$ cat src/hdl/cor_pkg.sv
`default_nettype none
package cor_pkg;

  // ****************************************
  // register indices (byte address = 4 x index)
  // ****************************************
  localparam int COR_IDX_W = 6;
  localparam int COR_ADR_W = 8;
  localparam int COR_ADR_LSB = 2;
  localparam logic [5:0] COR_IDX_HS_TRAIL = 6'h06;
  localparam logic [5:0] COR_IDX_HS_EXIT = 6'h07;
  localparam logic [5:0] COR_IDX_LP_PULSE = 6'h08;
  localparam logic [5:0] COR_IDX_RAW_PLACE = 6'h09;
  localparam logic [5:0] COR_IDX_PORT0 = 6'h13;
  localparam logic [5:0] COR_IDX_PORT1 = 6'h14;
  localparam logic [5:0] COR_IDX_ROUTING = 6'h16;
  localparam logic [5:0] COR_IDX_VC = 6'h2e;

  // ****************************************
  // values after reset
  // ****************************************
  localparam logic [7:0] COR_RST_HS_TRAIL = 8'h00;
  localparam logic [7:0] COR_RST_HS_EXIT = 8'h00;
  localparam logic [7:0] COR_RST_LP_PULSE = 8'h00;
  localparam logic [7:0] COR_RST_RAW_PLACE = 8'h00;
  localparam logic [7:0] COR_RST_PORT0 = 8'h3f;
  localparam logic [7:0] COR_RST_PORT1 = 8'h00;
  localparam logic [7:0] COR_RST_ROUTING = 8'h02;
  localparam logic [7:0] COR_RST_VC = 8'h00;

  // ****************************************
  // field positions and widths
  // ****************************************
  localparam int COR_OVR_BIT = 7;
  localparam int COR_TRAIL_W = 4;
  localparam int COR_EXIT_W = 5;
  localparam int COR_LPX_W = 4;
  localparam int COR_RAW_MSB_BIT = 4;
  localparam int COR_LANE_W = 6;
  localparam int COR_RCTL_BIT = 7;
  localparam int COR_PIN3_BIT = 2;
  localparam int COR_PIN0_BIT = 1;
  localparam int COR_PASS_BIT = 0;
  localparam int COR_VC_LSB = 6;
  localparam int COR_VC_W = 2;

  typedef enum {
    COR_SLOT_TRAIL,
    COR_SLOT_EXIT,
    COR_SLOT_LPX,
    COR_SLOT_RAW,
    COR_SLOT_PORT0,
    COR_SLOT_PORT1,
    COR_SLOT_ROUTE,
    COR_SLOT_VC,
    COR_SLOT_NONE
  } cor_slot_e;

  typedef struct packed {
    logic [COR_TRAIL_W-1:0] trail;
    logic [COR_EXIT_W-1:0] hs_exit;
    logic [COR_LPX_W-1:0] lpx;
  } cor_timing_s;

  typedef struct packed {
    logic reg_control;
    logic [COR_LANE_W-1:0] lane_enable;
  } cor_port_s;

  function automatic cor_slot_e cor_decode(input logic [COR_IDX_W-1:0] idx);
    case (idx)
      COR_IDX_HS_TRAIL: return COR_SLOT_TRAIL;
      COR_IDX_HS_EXIT: return COR_SLOT_EXIT;
      COR_IDX_LP_PULSE: return COR_SLOT_LPX;
      COR_IDX_RAW_PLACE: return COR_SLOT_RAW;
      COR_IDX_PORT0: return COR_SLOT_PORT0;
      COR_IDX_PORT1: return COR_SLOT_PORT1;
      COR_IDX_ROUTING: return COR_SLOT_ROUTE;
      COR_IDX_VC: return COR_SLOT_VC;
      default: return COR_SLOT_NONE;
    endcase
  endfunction : cor_decode

endpackage : cor_pkg
`default_nettype wire

$ cat src/hdl/cor_regs.sv
`timescale 1ns/1ps
`default_nettype none
module cor_regs
  import cor_pkg::*;
#(
  parameter int RAW_W = 12,
  parameter int BUS_W = 24
) (
  input wire logic CORE_CLK,
  input wire logic RST_N,
  input wire logic WB_CYC_I,
  input wire logic WB_STB_I,
  input wire logic WB_WE_I,
  input wire logic [COR_ADR_W-1:0] WB_ADR_I,
  input wire logic [31:0] WB_DAT_I,
  input wire logic [3:0] WB_SEL_I,
  output logic [31:0] WB_DAT_O,
  output logic WB_ACK_O,
  input wire cor_timing_s AUTO_TIMING,
  output cor_timing_s TX_TIMING,
  input wire logic [RAW_W-1:0] RAW_PIXEL,
  output logic [BUS_W-1:0] COLOUR_BUS,
  output cor_port_s PORT0_CFG,
  output cor_port_s PORT1_CFG,
  output logic [COR_VC_W-1:0] VIRTUAL_CHANNEL_CODE,
  input wire logic PASS_STATUS,
  input wire logic GENERAL_PIN_0_I,
  output logic GENERAL_PIN_0_O,
  output logic GENERAL_PIN_0_OE,
  input wire logic GENERAL_PIN_3_I,
  output logic GENERAL_PIN_3_O,
  output logic GENERAL_PIN_3_OE,
  output logic GENERAL_PIN_0_LEVEL,
  output logic GENERAL_PIN_3_LEVEL
);

  if (RAW_W < 1 || RAW_W > BUS_W) $error("cor_regs: need 1 <= RAW_W <= BUS_W");

  // ****************************************
  // bus slave
  // ****************************************
  logic req;
  logic wr_take;
  logic ack_q;
  logic [31:0] rdata_q;
  logic [7:0] rdata_d;
  cor_slot_e slot;

  assign req = WB_CYC_I && WB_STB_I;
  assign slot = cor_decode(WB_ADR_I[COR_ADR_W-1:COR_ADR_LSB]);
  // write lands on the edge where the master samples ack
  assign wr_take = req && WB_WE_I && ack_q && WB_SEL_I[0];

  // ack one cycle after the request, dropped the cycle after
  always_ff @(posedge CORE_CLK or negedge RST_N)
  begin
    if (!RST_N)
      ack_q <= 1'b0;
    else
      ack_q <= req && !ack_q;
  end

  assign WB_ACK_O = ack_q;
  assign WB_DAT_O = rdata_q;

  // ****************************************
  // register storage
  // ****************************************
  logic [7:0] trail_q;
  logic [7:0] exit_q;
  logic [7:0] lpx_q;
  logic [7:0] raw_q;
  logic [7:0] port0_q;
  logic [7:0] port1_q;
  logic [7:1] route_q;
  logic [7:0] vc_q;
  logic pass_sync;

  // reserved bits are kept as storage too
  always_ff @(posedge CORE_CLK or negedge RST_N)
  begin
    if (!RST_N)
    begin
      trail_q <= COR_RST_HS_TRAIL;
      exit_q <= COR_RST_HS_EXIT;
      lpx_q <= COR_RST_LP_PULSE;
      raw_q <= COR_RST_RAW_PLACE;
    end
    else if (wr_take)
    begin
      case (slot)
        COR_SLOT_TRAIL: trail_q <= WB_DAT_I[7:0];
        COR_SLOT_EXIT: exit_q <= WB_DAT_I[7:0];
        COR_SLOT_LPX: lpx_q <= WB_DAT_I[7:0];
        COR_SLOT_RAW: raw_q <= WB_DAT_I[7:0];
        default: ;
      endcase
    end
  end

  always_ff @(posedge CORE_CLK or negedge RST_N)
  begin
    if (!RST_N)
    begin
      port0_q <= COR_RST_PORT0;
      port1_q <= COR_RST_PORT1;
    end
    else if (wr_take)
    begin
      case (slot)
        COR_SLOT_PORT0: port0_q <= WB_DAT_I[7:0];
        COR_SLOT_PORT1: port1_q <= WB_DAT_I[7:0];
        default: ;
      endcase
    end
  end

  // status bit 0 is live, so only bits 7:1 are stored
  always_ff @(posedge CORE_CLK or negedge RST_N)
  begin
    if (!RST_N)
    begin
      route_q <= COR_RST_ROUTING[7:1];
      vc_q <= COR_RST_VC;
    end
    else if (wr_take)
    begin
      case (slot)
        COR_SLOT_ROUTE: route_q <= WB_DAT_I[7:1];
        COR_SLOT_VC: vc_q <= WB_DAT_I[7:0];
        default: ;
      endcase
    end
  end

  // ****************************************
  // read path
  // ****************************************
  always_comb
  begin
    case (slot)
      COR_SLOT_TRAIL: rdata_d = trail_q;
      COR_SLOT_EXIT: rdata_d = exit_q;
      COR_SLOT_LPX: rdata_d = lpx_q;
      COR_SLOT_RAW: rdata_d = raw_q;
      COR_SLOT_PORT0: rdata_d = port0_q;
      COR_SLOT_PORT1: rdata_d = port1_q;
      COR_SLOT_ROUTE: rdata_d = {route_q, pass_sync};
      COR_SLOT_VC: rdata_d = vc_q;
      default: rdata_d = 8'h00;
    endcase
  end

  always_ff @(posedge CORE_CLK or negedge RST_N)
  begin
    if (!RST_N)
      rdata_q <= 32'h0000_0000;
    else if (req && !ack_q)
      rdata_q <= {24'h00_0000, rdata_d};
  end

  // ****************************************
  // transmitter timing
  // ****************************************
  cor_timing_sel #(.W(COR_TRAIL_W)) u_trail (
    .clk(CORE_CLK),
    .rst_n(RST_N),
    .override_en(trail_q[COR_OVR_BIT]),
    .override_val(trail_q[COR_TRAIL_W-1:0]),
    .auto_val(AUTO_TIMING.trail),
    .timing_q(TX_TIMING.trail)
  );

  cor_timing_sel #(.W(COR_EXIT_W)) u_exit (
    .clk(CORE_CLK),
    .rst_n(RST_N),
    .override_en(exit_q[COR_OVR_BIT]),
    .override_val(exit_q[COR_EXIT_W-1:0]),
    .auto_val(AUTO_TIMING.hs_exit),
    .timing_q(TX_TIMING.hs_exit)
  );

  cor_timing_sel #(.W(COR_LPX_W)) u_lpx (
    .clk(CORE_CLK),
    .rst_n(RST_N),
    .override_en(lpx_q[COR_OVR_BIT]),
    .override_val(lpx_q[COR_LPX_W-1:0]),
    .auto_val(AUTO_TIMING.lpx),
    .timing_q(TX_TIMING.lpx)
  );

  // ****************************************
  // raw placement, ports, channel
  // ****************************************
  always_ff @(posedge CORE_CLK or negedge RST_N)
  begin
    if (!RST_N)
      COLOUR_BUS <= '0;
    else if (raw_q[COR_RAW_MSB_BIT])
      COLOUR_BUS <= {RAW_PIXEL, {(BUS_W-RAW_W){1'b0}}};
    else
      COLOUR_BUS <= {{(BUS_W-RAW_W){1'b0}}, RAW_PIXEL};
  end

  assign PORT0_CFG.reg_control = port0_q[COR_RCTL_BIT];
  assign PORT0_CFG.lane_enable = port0_q[COR_LANE_W-1:0];
  assign PORT1_CFG.reg_control = port1_q[COR_RCTL_BIT];
  assign PORT1_CFG.lane_enable = port1_q[COR_LANE_W-1:0];
  assign VIRTUAL_CHANNEL_CODE = vc_q[COR_VC_LSB +: COR_VC_W];

  // ****************************************
  // status pin routing
  // ****************************************
  logic [2:0] pins_sync;

  // pass status and pin levels come from outside this clock
  cor_sync2 #(.W(3)) u_sync (
    .clk(CORE_CLK),
    .rst_n(RST_N),
    .async_in({PASS_STATUS, GENERAL_PIN_3_I, GENERAL_PIN_0_I}),
    .sync_out(pins_sync)
  );

  assign pass_sync = pins_sync[2];
  assign GENERAL_PIN_3_LEVEL = pins_sync[1];
  assign GENERAL_PIN_0_LEVEL = pins_sync[0];

  always_ff @(posedge CORE_CLK or negedge RST_N)
  begin
    if (!RST_N)
    begin
      GENERAL_PIN_0_OE <= 1'b0;
      GENERAL_PIN_0_O <= 1'b0;
      GENERAL_PIN_3_OE <= 1'b0;
      GENERAL_PIN_3_O <= 1'b0;
    end
    else
    begin
      GENERAL_PIN_0_OE <= route_q[COR_PIN0_BIT];
      GENERAL_PIN_0_O <= route_q[COR_PIN0_BIT] && pass_sync;
      GENERAL_PIN_3_OE <= route_q[COR_PIN3_BIT];
      GENERAL_PIN_3_O <= route_q[COR_PIN3_BIT] && pass_sync;
    end
  end
endmodule : cor_regs
`default_nettype wire

$ cat src/hdl/cor_sync2.sv
`timescale 1ns/1ps
`default_nettype none
module cor_sync2 #(
  parameter int W = 1
) (
  input wire logic clk,
  input wire logic rst_n,
  input wire logic [W-1:0] async_in,
  output logic [W-1:0] sync_out
);

  logic [W-1:0] meta_q;

  // meta_q feeds only the second stage
  always_ff @(posedge clk or negedge rst_n)
  begin
    if (!rst_n)
    begin
      meta_q <= '0;
      sync_out <= '0;
    end
    else
    begin
      meta_q <= async_in;
      sync_out <= meta_q;
    end
  end

endmodule : cor_sync2
`default_nettype wire

$ cat src/hdl/cor_timing_sel.sv
`timescale 1ns/1ps
`default_nettype none
module cor_timing_sel #(
  parameter int W = 4
) (
  input wire logic clk,
  input wire logic rst_n,
  input wire logic override_en,
  input wire logic [W-1:0] override_val,
  input wire logic [W-1:0] auto_val,
  output logic [W-1:0] timing_q
);

  if (W < 1) $error("cor_timing_sel: W must be at least 1");

  // stored value is ignored while override is clear
  always_ff @(posedge clk or negedge rst_n)
  begin
    if (!rst_n)
      timing_q <= '0;
    else
      timing_q <= override_en ? override_val : auto_val;
  end

endmodule : cor_timing_sel
`default_nettype wire

$ cat config.mk
export PLATFORM = sky130hd
export DESIGN_NAME = cor_regs
export DESIGN_NICKNAME = d
export VERILOG_FILES = /design/src/hdl/cor_pkg.sv /design/src/hdl/cor_regs.sv /design/src/hdl/cor_sync2.sv /design/src/hdl/cor_timing_sel.sv
export SDC_FILE = /design/constraint.sdc
export NUM_CORES = 1
export LEC_CHECK = 0
export BUFFER_PORTS_ARGS = -buffer_cell sky130_fd_sc_hd__buf_2
export CELL_PAD_IN_SITES_DETAIL_PLACEMENT = 0
export CELL_PAD_IN_SITES_GLOBAL_PLACEMENT = 1
export CORE_MARGIN = 1.5
export CORE_UTILIZATION = 40
export CTS_CLUSTER_DIAMETER = 200
export DETAILED_ROUTE_END_ITERATION = 8
export GPL_TIMING_DRIVEN = 0
export PLACE_DENSITY_LB_ADDON = 0.3
export SETUP_SLACK_MARGIN = 0.3
export SYNTH_ARGS = -nofsm -noshare
export SYNTH_HDL_FRONTEND = slang
export SYNTH_SLANG_ARGS = --single-unit
$ cat constraint.sdc
create_clock -name CORE_CLK -period 1.89 [get_ports CORE_CLK]
set_input_delay 0.189 -clock CORE_CLK [delete_from_list [all_inputs] [get_ports CORE_CLK]]
set_output_delay 0.189 -clock CORE_CLK [all_outputs]
set_load 0.02 [all_outputs]
==> results by group, run 1 <==
Place
  • Port bufs: 115
  • Worst slack, placed: -0.370 ns
  • Placed inst area: 6110 sq um
  • Gpl congestion: 0.765
  • HPWL after detailed placement: 8450 um

Worst setup path
  • R2R Setup Slk: 0.35 ns
  • Crit. Startpoint: WB_ADR_I[4]
  • R2R depth: 4
  • Critical path peak fanout: 10
  • Worst Path Required: 2.19 ns
  • Critical path type: input pin to flip-flop
  • Crit path depth: 8
  • CP peak stage delay: approximately 0.53 ns
  • Critical-path cell list: buf_2 -> buf_4 -> nor4b_4 -> and2_1 -> buf_2 -> a2111oi_2 -> nand3_1 -> a22o_1
  • CP Capture Point: WB_DAT_O[0]
  • CP dominant cell by count: buf_2
  • Cell family with most CP delay: compound AO/OA/AOI/OAI gates
  • Worst Path Buf+Inv: 3
  • R2R Path Start: WB_ACK_O
  • RR Endpoint: port0_q[7]
  • Critical path's slowest cell: a2111oi_2
  • Worst setup EP type: flip-flop
  • Startpoint types: input pin
  • CP arrival: between 1.5 and 2 ns

CTS
  • CTS tree: done
  • Root Buffer: clkbuf_16
  • Max clock buf depth: 2
  • CTS H-tree lvls: 4
  • Clk sinks: between 100 and 150
  • CTS clk-pin slew, worst paths: 0.06 ns
  • Clock latency on the worst-skew pair: a little over 0.4 ns
  • CTS Buf Count: 17

Detailed routing
  • Routed len/inst: 16.8 um
  • 1st-iter DRT viols: about 180
  • Via count: 3529
  • Final ANT Viol Nets: 0
  • Drt total wl: 12500 um
  • Vias per std cell: 4.73
  • Number of remaining DRC errors: 0
  • Pre-antenna DRT Iters: 4

Logic synthesis
  • Synthesized area: 5200 sq um
  • Mux cell area share after synthesis: 0.170
  • FF+latch count, synth: 119
  • Sequential area share after synthesis: 0.575
  • Synth Area in Simple Gates: 0.108
  • Synth warn: 0
  • Adder-Cell Fraction of Synth Area: 0
  • Syn avg cell area: 13.9 sq um
  • Syn Inst Count: 374
  • XOR/XNOR share of the synthesized area: 0
  • Largest family of logic cells by synthesized area: multiplexers
  • Netlist cell types: 40
  • Synth Area in Compound Gates: 0.0660

Global route
  • Largest net degree at the start of global routing: 104
  • Antenna violations before repair: 0
  • Total Routing Usage GR: 0.197
  • Grt ovf: 0
  • Global-route wire length before repair: between 15000 and 20000 um
  • Vias in the first global route: 3469

Layout
  • Multi-input gate area: ~1900 sq um
  • Commonest cells after routing, fill and taps aside: 117 x buf_2, 112 x dfrtp_1, 68 x mux2_2
  • Nets: approximately 640
  • Register Area: approximately 3000 sq um
  • FILL cells: 1083
  • Layout cell share with drive strength beyond 1: 0.528
  • Area delta synth->final: 35.6%
  • Most common cell after layout, fill and taps aside: buf_2
  • Antenna diode count: 0
  • Design area: 7050 sq um

STA
  • Max-slew violations: 0
  • RSZ-0062 raised after global routing: true
  • Fmax: 0.638 GHz
  • Setup Skew: between 0.005 and 0.006 ns
  • Tmin final: about 1.6 ns
  • Final WS setup: about 0.32 ns
  • Relative slew slack: 0.631
  • Hold Vio Cnt, Final: 0
  • Setup violations, final: 0
  • Period utilization: 0.830
  • Worst-margin pin slew: 0.549 ns

Pwr
  • Pwr per Cell Area: 919 nW/um^2
  • Peak VDD IR: 0.461 mV
  • Leak Pwr: roughly 3.7 nW

Die
  • CORE AREA: between 10000 and 15000 sq um
  • Die width: 117 um
  • # rows: 41
  • Initial Util: 0.410
  • Die ar.: 13700 sq um
  • Ports: around 170
  • Die height: 117 um

Run status
  • Status: finished clean

Worst hold path
  • Hold/Removal Path Class: input pin to flip-flop

Job
  • Max-cap violations: 0
[routing by layer]
layer | global-route usage | vias to the layer above | routed length (um)
li1 | - | 1649 | -
met1 | 0.251 | 1776 | 5620
met2 | 0.323 | 90 | 6280
met3 | 0.0587 | 14 | 469
met4 | 0.0651 | 0 | 134
met5 | 0 | - | 0
[synth_stat cells]
cell type | instances | area share
buf_4 | 41 | 0.059
dfstp_2 | 7 | 0.035
and3_2 | 3 | 0.0043
or4b_2 | 1 | 0.0019
mux2_4 | 8 | 0.023
a22o_1 | 8 | 0.013
nor4_1 | 2 | 0.0024
mux2_2 | 68 | 0.15
nor4b_4 | 2 | 0.0092
and2_1 | 18 | 0.022
inv_1 | 4 | 0.0029
nor3_2 | 1 | 0.0019
a2111oi_4 | 2 | 0.011
a2111oi_0 | 3 | 0.0051
nor3_1 | 1 | 0.00096
nand2_2 | 1 | 0.0012
o311ai_0 | 1 | 0.0017
and2b_1 | 1 | 0.0014
conb_1 | 1 | 0.00072
and3b_2 | 1 | 0.0019
dfrtp_1 | 112 | 0.54
and4_1 | 2 | 0.0034
nand2_1 | 9 | 0.0065
or2_2 | 1 | 0.0012
buf_2 | 3 | 0.0029
o22ai_1 | 1 | 0.0012
nand3b_1 | 1 | 0.0014
nand4_1 | 3 | 0.0036
and2_0 | 1 | 0.0012
nand3_1 | 6 | 0.0058
and4bb_4 | 1 | 0.0031
buf_6 | 6 | 0.013
nor2_1 | 2 | 0.0014
and2_4 | 3 | 0.0051
and3_1 | 9 | 0.011
nor2b_1 | 13 | 0.016
a32o_2 | 1 | 0.0022
nand2b_2 | 1 | 0.0017
a22oi_1 | 22 | 0.032
clkbuf_1 | 3 | 0.0022
[metrics by stage]
| stage | utilization | hold slack, ns | power [mW] | std cells | setup TNS (ns) |
|---|---|---|---|---|---|
| detailed placement | 0.482 | 0.0360 | 3.06 | 685 | -3.05 |
| global route | 0.556 | 0.00545 | 6.71 | 746 | 0 |
| floorplan | - | -0.107 | 2.86 | 397 | 0 |
| finish | 0.556 | 0.0128 | 6.48 | 746 | 0 |
| CTS | 0.555 | 0.00000150 | 6.54 | 746 | 0 |
| global placement | 0.480 | 0.297 | 3.04 | 684 | -87.29 |
[what timing repair did]
| action | CTS | global route |
|---|---|---|
| setup buffers | 2 | 0 |
| pin swaps | 1 | 0 |
| hold buffers | 27 | 0 |
| endpoints found under the setup margin | 58 | 34 |
| endpoints found under the hold margin | 143 | 0 |
| gates resized for setup | 3 | 3 |
[cell type report]
type / count / share of cell area
Tap cell: 172 / 0.0305
Timing Repair Buffer: 145 / 0.127
Multi-Input combinational cell: 221 / 0.270
Buffer: 53 / 0.0570
Inverter: 4 / 0.00213
Clock inverter: 12 / 0.0249
Sequential cell: 119 / 0.424
Clock buffer: 20 / 0.0648
[worst min path at each step]
stage                     from             endpoint  slack (ns)  cells after the start
2_1_floorplan            RST_N        COLOUR_BUS[0]       -0.11                      0
3_3_place_gp   GENERAL_PIN_3_I     u_sync.meta_q[1]        0.30                      1
3_5_place_dp             RST_N       COLOUR_BUS[17]        0.04                      1
4_1_cts         AUTO_TIMING[3]    u_lpx.timing_q[3]    0.000001                      2
5_1_grt         AUTO_TIMING[3]    u_lpx.timing_q[3]       0.005                      2
6_report       AUTO_TIMING[11]  u_trail.timing_q[2]        0.01                      2
[report_power, final]
| group | internal (mW) | switching, mW | total [mW] |
|---|---|---|---|
| clock | 2.27 | 1.15 | 3.42 |
| sequential | 2.60 | 0.0181 | 2.61 |
| combinational | 0.186 | 0.255 | 0.441 |
[flip-flops by register name, indices dropped and copies added, names as in the netlist]
register	count
lpx_q	8
GENERAL_PIN_0_OE	1
u_exit.timing_q	5
raw_q	8
WB_ACK_O	1
exit_q	8
port0_q	8
port1_q	8
route_q	7
u_trail.timing_q	4
vc_q	8
WB_DAT_O	8
GENERAL_PIN_0_O	1
trail_q	8
GENERAL_PIN_3_OE	1
COLOUR_BUS	24
u_lpx.timing_q	4
GENERAL_PIN_3_O	1
u_sync.sync_out	3
u_sync.meta_q	3
[cells by family (layout without fill, tap and decap cells)]
logic type / Yosys count / in the layout
AND/OR/NAND/NOR: 83 / 83
AO/OA/AOI/OAI: 38 / 38
buffers and inverters: 57 / 234
multiplexers: 76 / 76
other: 1 / 24
flip-flops: 119 / 119
Power figures use the tool's default switching activity.
==> run 2, diff against run 1 <==
==> constraint.sdc (replaced) <==
create_clock -name CORE_CLK -period 1.6 [get_ports CORE_CLK]
set_input_delay 0.16 -clock CORE_CLK [delete_from_list [all_inputs] [get_ports CORE_CLK]]
set_output_delay 0.16 -clock CORE_CLK [all_outputs]
set_load 0.02 [all_outputs]
==> results by group, run 2 (synthesis gave the netlist of run 1 again) <==
Layout
  • Area delta synth->final: 45.8% (was 35.6%)
  • Largest Register: COLOUR_BUS (unchanged)
  • Max reg flops: 24 (unchanged)
  • Util after Layout: 0.598 (was 0.556)
  • Layout cell share with drive strength beyond 1: 0.561 (was 0.528)
  • Antenna diode count: 0 (unchanged)
  • Design area: 7580 sq um (was 7050 sq um)
  • Commonest cells after routing, fill and taps aside: 111 x dfrtp_1, 108 x buf_2, 64 x mux2_2 (was 117 x buf_2, 112 x dfrtp_1, 68 x mux2_2)
  • Most common cell after layout, fill and taps aside: dfrtp_1 (was buf_2)
  • Nets: 652 (was 638)
  • Final std cells w/o fill: 760 (was 746)

CTS
  • CTS H-tree lvls: 4 (unchanged)
  • Max clock buf depth: 2 (unchanged)
  • Clk sinks: 119 (unchanged)
  • CTS Buf Count: 17 (unchanged)
  • CTS tree: done (unchanged)
  • Clock latency on the worst-skew pair: 0.42 ns (was 0.41 ns)
  • Root Buffer: clkbuf_16 (unchanged)
  • CTS clk-pin slew, worst paths: 0.05 ns (was 0.06 ns)

STA
  • Fmax: 0.711 GHz
  • Period utilization: 0.879
  • Relative slew slack: 0.626 (was 0.631)
  • Setup Skew: 0.00469 ns (was 0.00510 ns)
  • Hold Vio Cnt, Final: 0 (unchanged)
  • Worst-margin pin slew: 0.556 ns (was 0.549 ns)
  • RSZ-0062 raised after global routing: true (unchanged)
  • Setup violations, final: 0 (unchanged)
  • Setup TNS Final: 0 ns (unchanged)
  • Max-slew violations: 0 (unchanged)
  • Tmin final: ~1.4 ns

Die
  • # rows: 41 (unchanged)
  • Die ar.: 13700 sq um (unchanged)
  • Die width: 117 um (unchanged)
  • Ports: 169 (unchanged)
  • Die height: 117 um (unchanged)
  • Initial Util: 0.410 (unchanged)
  • CORE AREA: 12700 sq um (unchanged)

Worst setup path
  • Worst setup EP type: flip-flop (unchanged)
  • R2R Setup Slk: 0.19 ns (was 0.35 ns)
  • Startpoint types: flip-flop (was input pin)
  • Critical path peak fanout: 2 (was 10)
  • CP arrival: 1.71 ns (was 1.87 ns)
  • Critical path type: flip-flop to flip-flop (was input pin to flip-flop)
  • Worst Path Required: 1.90 ns (was 2.19 ns)

Detailed routing
  • Final ANT Viol Nets: 0 (unchanged)
  • Number of remaining DRC errors: 0 (unchanged)
  • Drt total wl: 12900 um (was 12500 um)
  • Pre-antenna DRT Iters: 4 (unchanged)
  • Routed len/inst: 16.9 um (was 16.8 um)
  • Vias per std cell: 4.79 (was 4.73)
  • Via count: 3643 (was 3529)
  • 1st-iter DRT viols: 159 (was 175)

Run status
  • Status: finished clean (unchanged)

Worst hold path
  • Hold/Removal Path Class: input pin to flip-flop (unchanged)

Global route
  • Total Routing Usage GR: 0.198 (was 0.197)
  • Largest net degree at the start of global routing: 105 (was 104)
  • Grt ovf: 0 (unchanged)
  • Antenna violations before repair: 0 (unchanged)
  • Global-route wire length before repair: 19700 um (was 19100 um)
  • Vias in the first global route: 3599 (was 3469)

Job
  • Max-cap violations: 0 (unchanged)

Place
  • Gpl congestion: 0.841 (was 0.765)
  • Placed Cells: 685 (unchanged)
  • Port bufs: 115 (unchanged)
  • HPWL after detailed placement: 8530 um (was 8450 um)
  • Placed inst area: 6180 sq um (was 6110 sq um)

Pwr
  • Pwr per Cell Area: 1020 nW/um^2 (was 919 nW/um^2)
  • Leak Pwr: 3.83 nW (was 3.68 nW)
  • Peak VDD IR: 0.534 mV (was 0.461 mV)
  • Total power: 7.73 mW (was 6.48 mW)
run 2: cell types whose count changed in the layout (fill, tap and decap cells not counted), moves of 5 or more:
cell,change
buf_6,+13
nand2_1,-5
buf_2,-9
buf_12,+11
nand2_8,+7
run 2: through the flow:
step                worst slack [ns]  hold slack, ns
floorplan                      0.200          -0.136
global placement               -1.24           0.271
detailed placement            -0.605         0.00301
CTS                            0.166          0.0483
global route                   0.134          0.0427
finish                         0.194          0.0677
run 2: final timing paths:
kind	end	cells after the start	start
setup / recovery	WB_DAT_O[0]	4	vc_q[0]
hold / removal	u_exit.timing_q[3]	2	AUTO_TIMING[7]
setup reg to reg	WB_DAT_O[0]	4	vc_q[0]
hold reg to reg	u_sync.sync_out[1]	0	u_sync.meta_q[1]
max in group asynchronous	WB_ACK_O	3	RST_N
min in group asynchronous	COLOUR_BUS[11]	2	RST_N
run 2: layout make-up:
cell class                      count  area [sq um]
Fill cell                        1020          5090
Sequential cell                   119          2990
Multi-Input combinational cell    221          2100
Timing Repair Buffer              159          1160
Clock buffer                       21           470
Buffer                             53           462
Tap cell                          172           215
Clock inverter                     11           170
Inverter                            4          15.0
run 2: metal layers:
layer | GRT usage | up-vias | wire [um]
li1 | - | 1688 | -
met1 | 0.260 | 1823 | 5610
met2 | 0.324 | 108 | 6400
met3 | 0.0371 | 24 | 593
met4 | 0.0803 | 0 | 267
met5 | 0 | - | 0
run 2: worst max-delay path, stage by stage (launching register included):
cell       delay, ns
dfrtp_1         0.38
and4_4          0.16
a2111oi_4       0.38
nand3_1         0.17
a22o_1          0.20
run 2: repair_timing:
action / CTS / global route
pin swaps: 5 / 7
setup endpoints to repair: 78 / 70
resized for setup: 39 / 16
buffers inserted: 8 / 7
endpoints found under the hold margin: 150 / 0
hold buffers: 28 / 0
run 2: where the power goes:
| part | switching, mW | total, mW | internal, mW |
|---|---|---|---|
| logic | 0.312 | 0.555 | 0.243 |
| clock network | 1.36 | 4.09 | 2.73 |
| registers | 0.0216 | 3.09 | 3.07 |
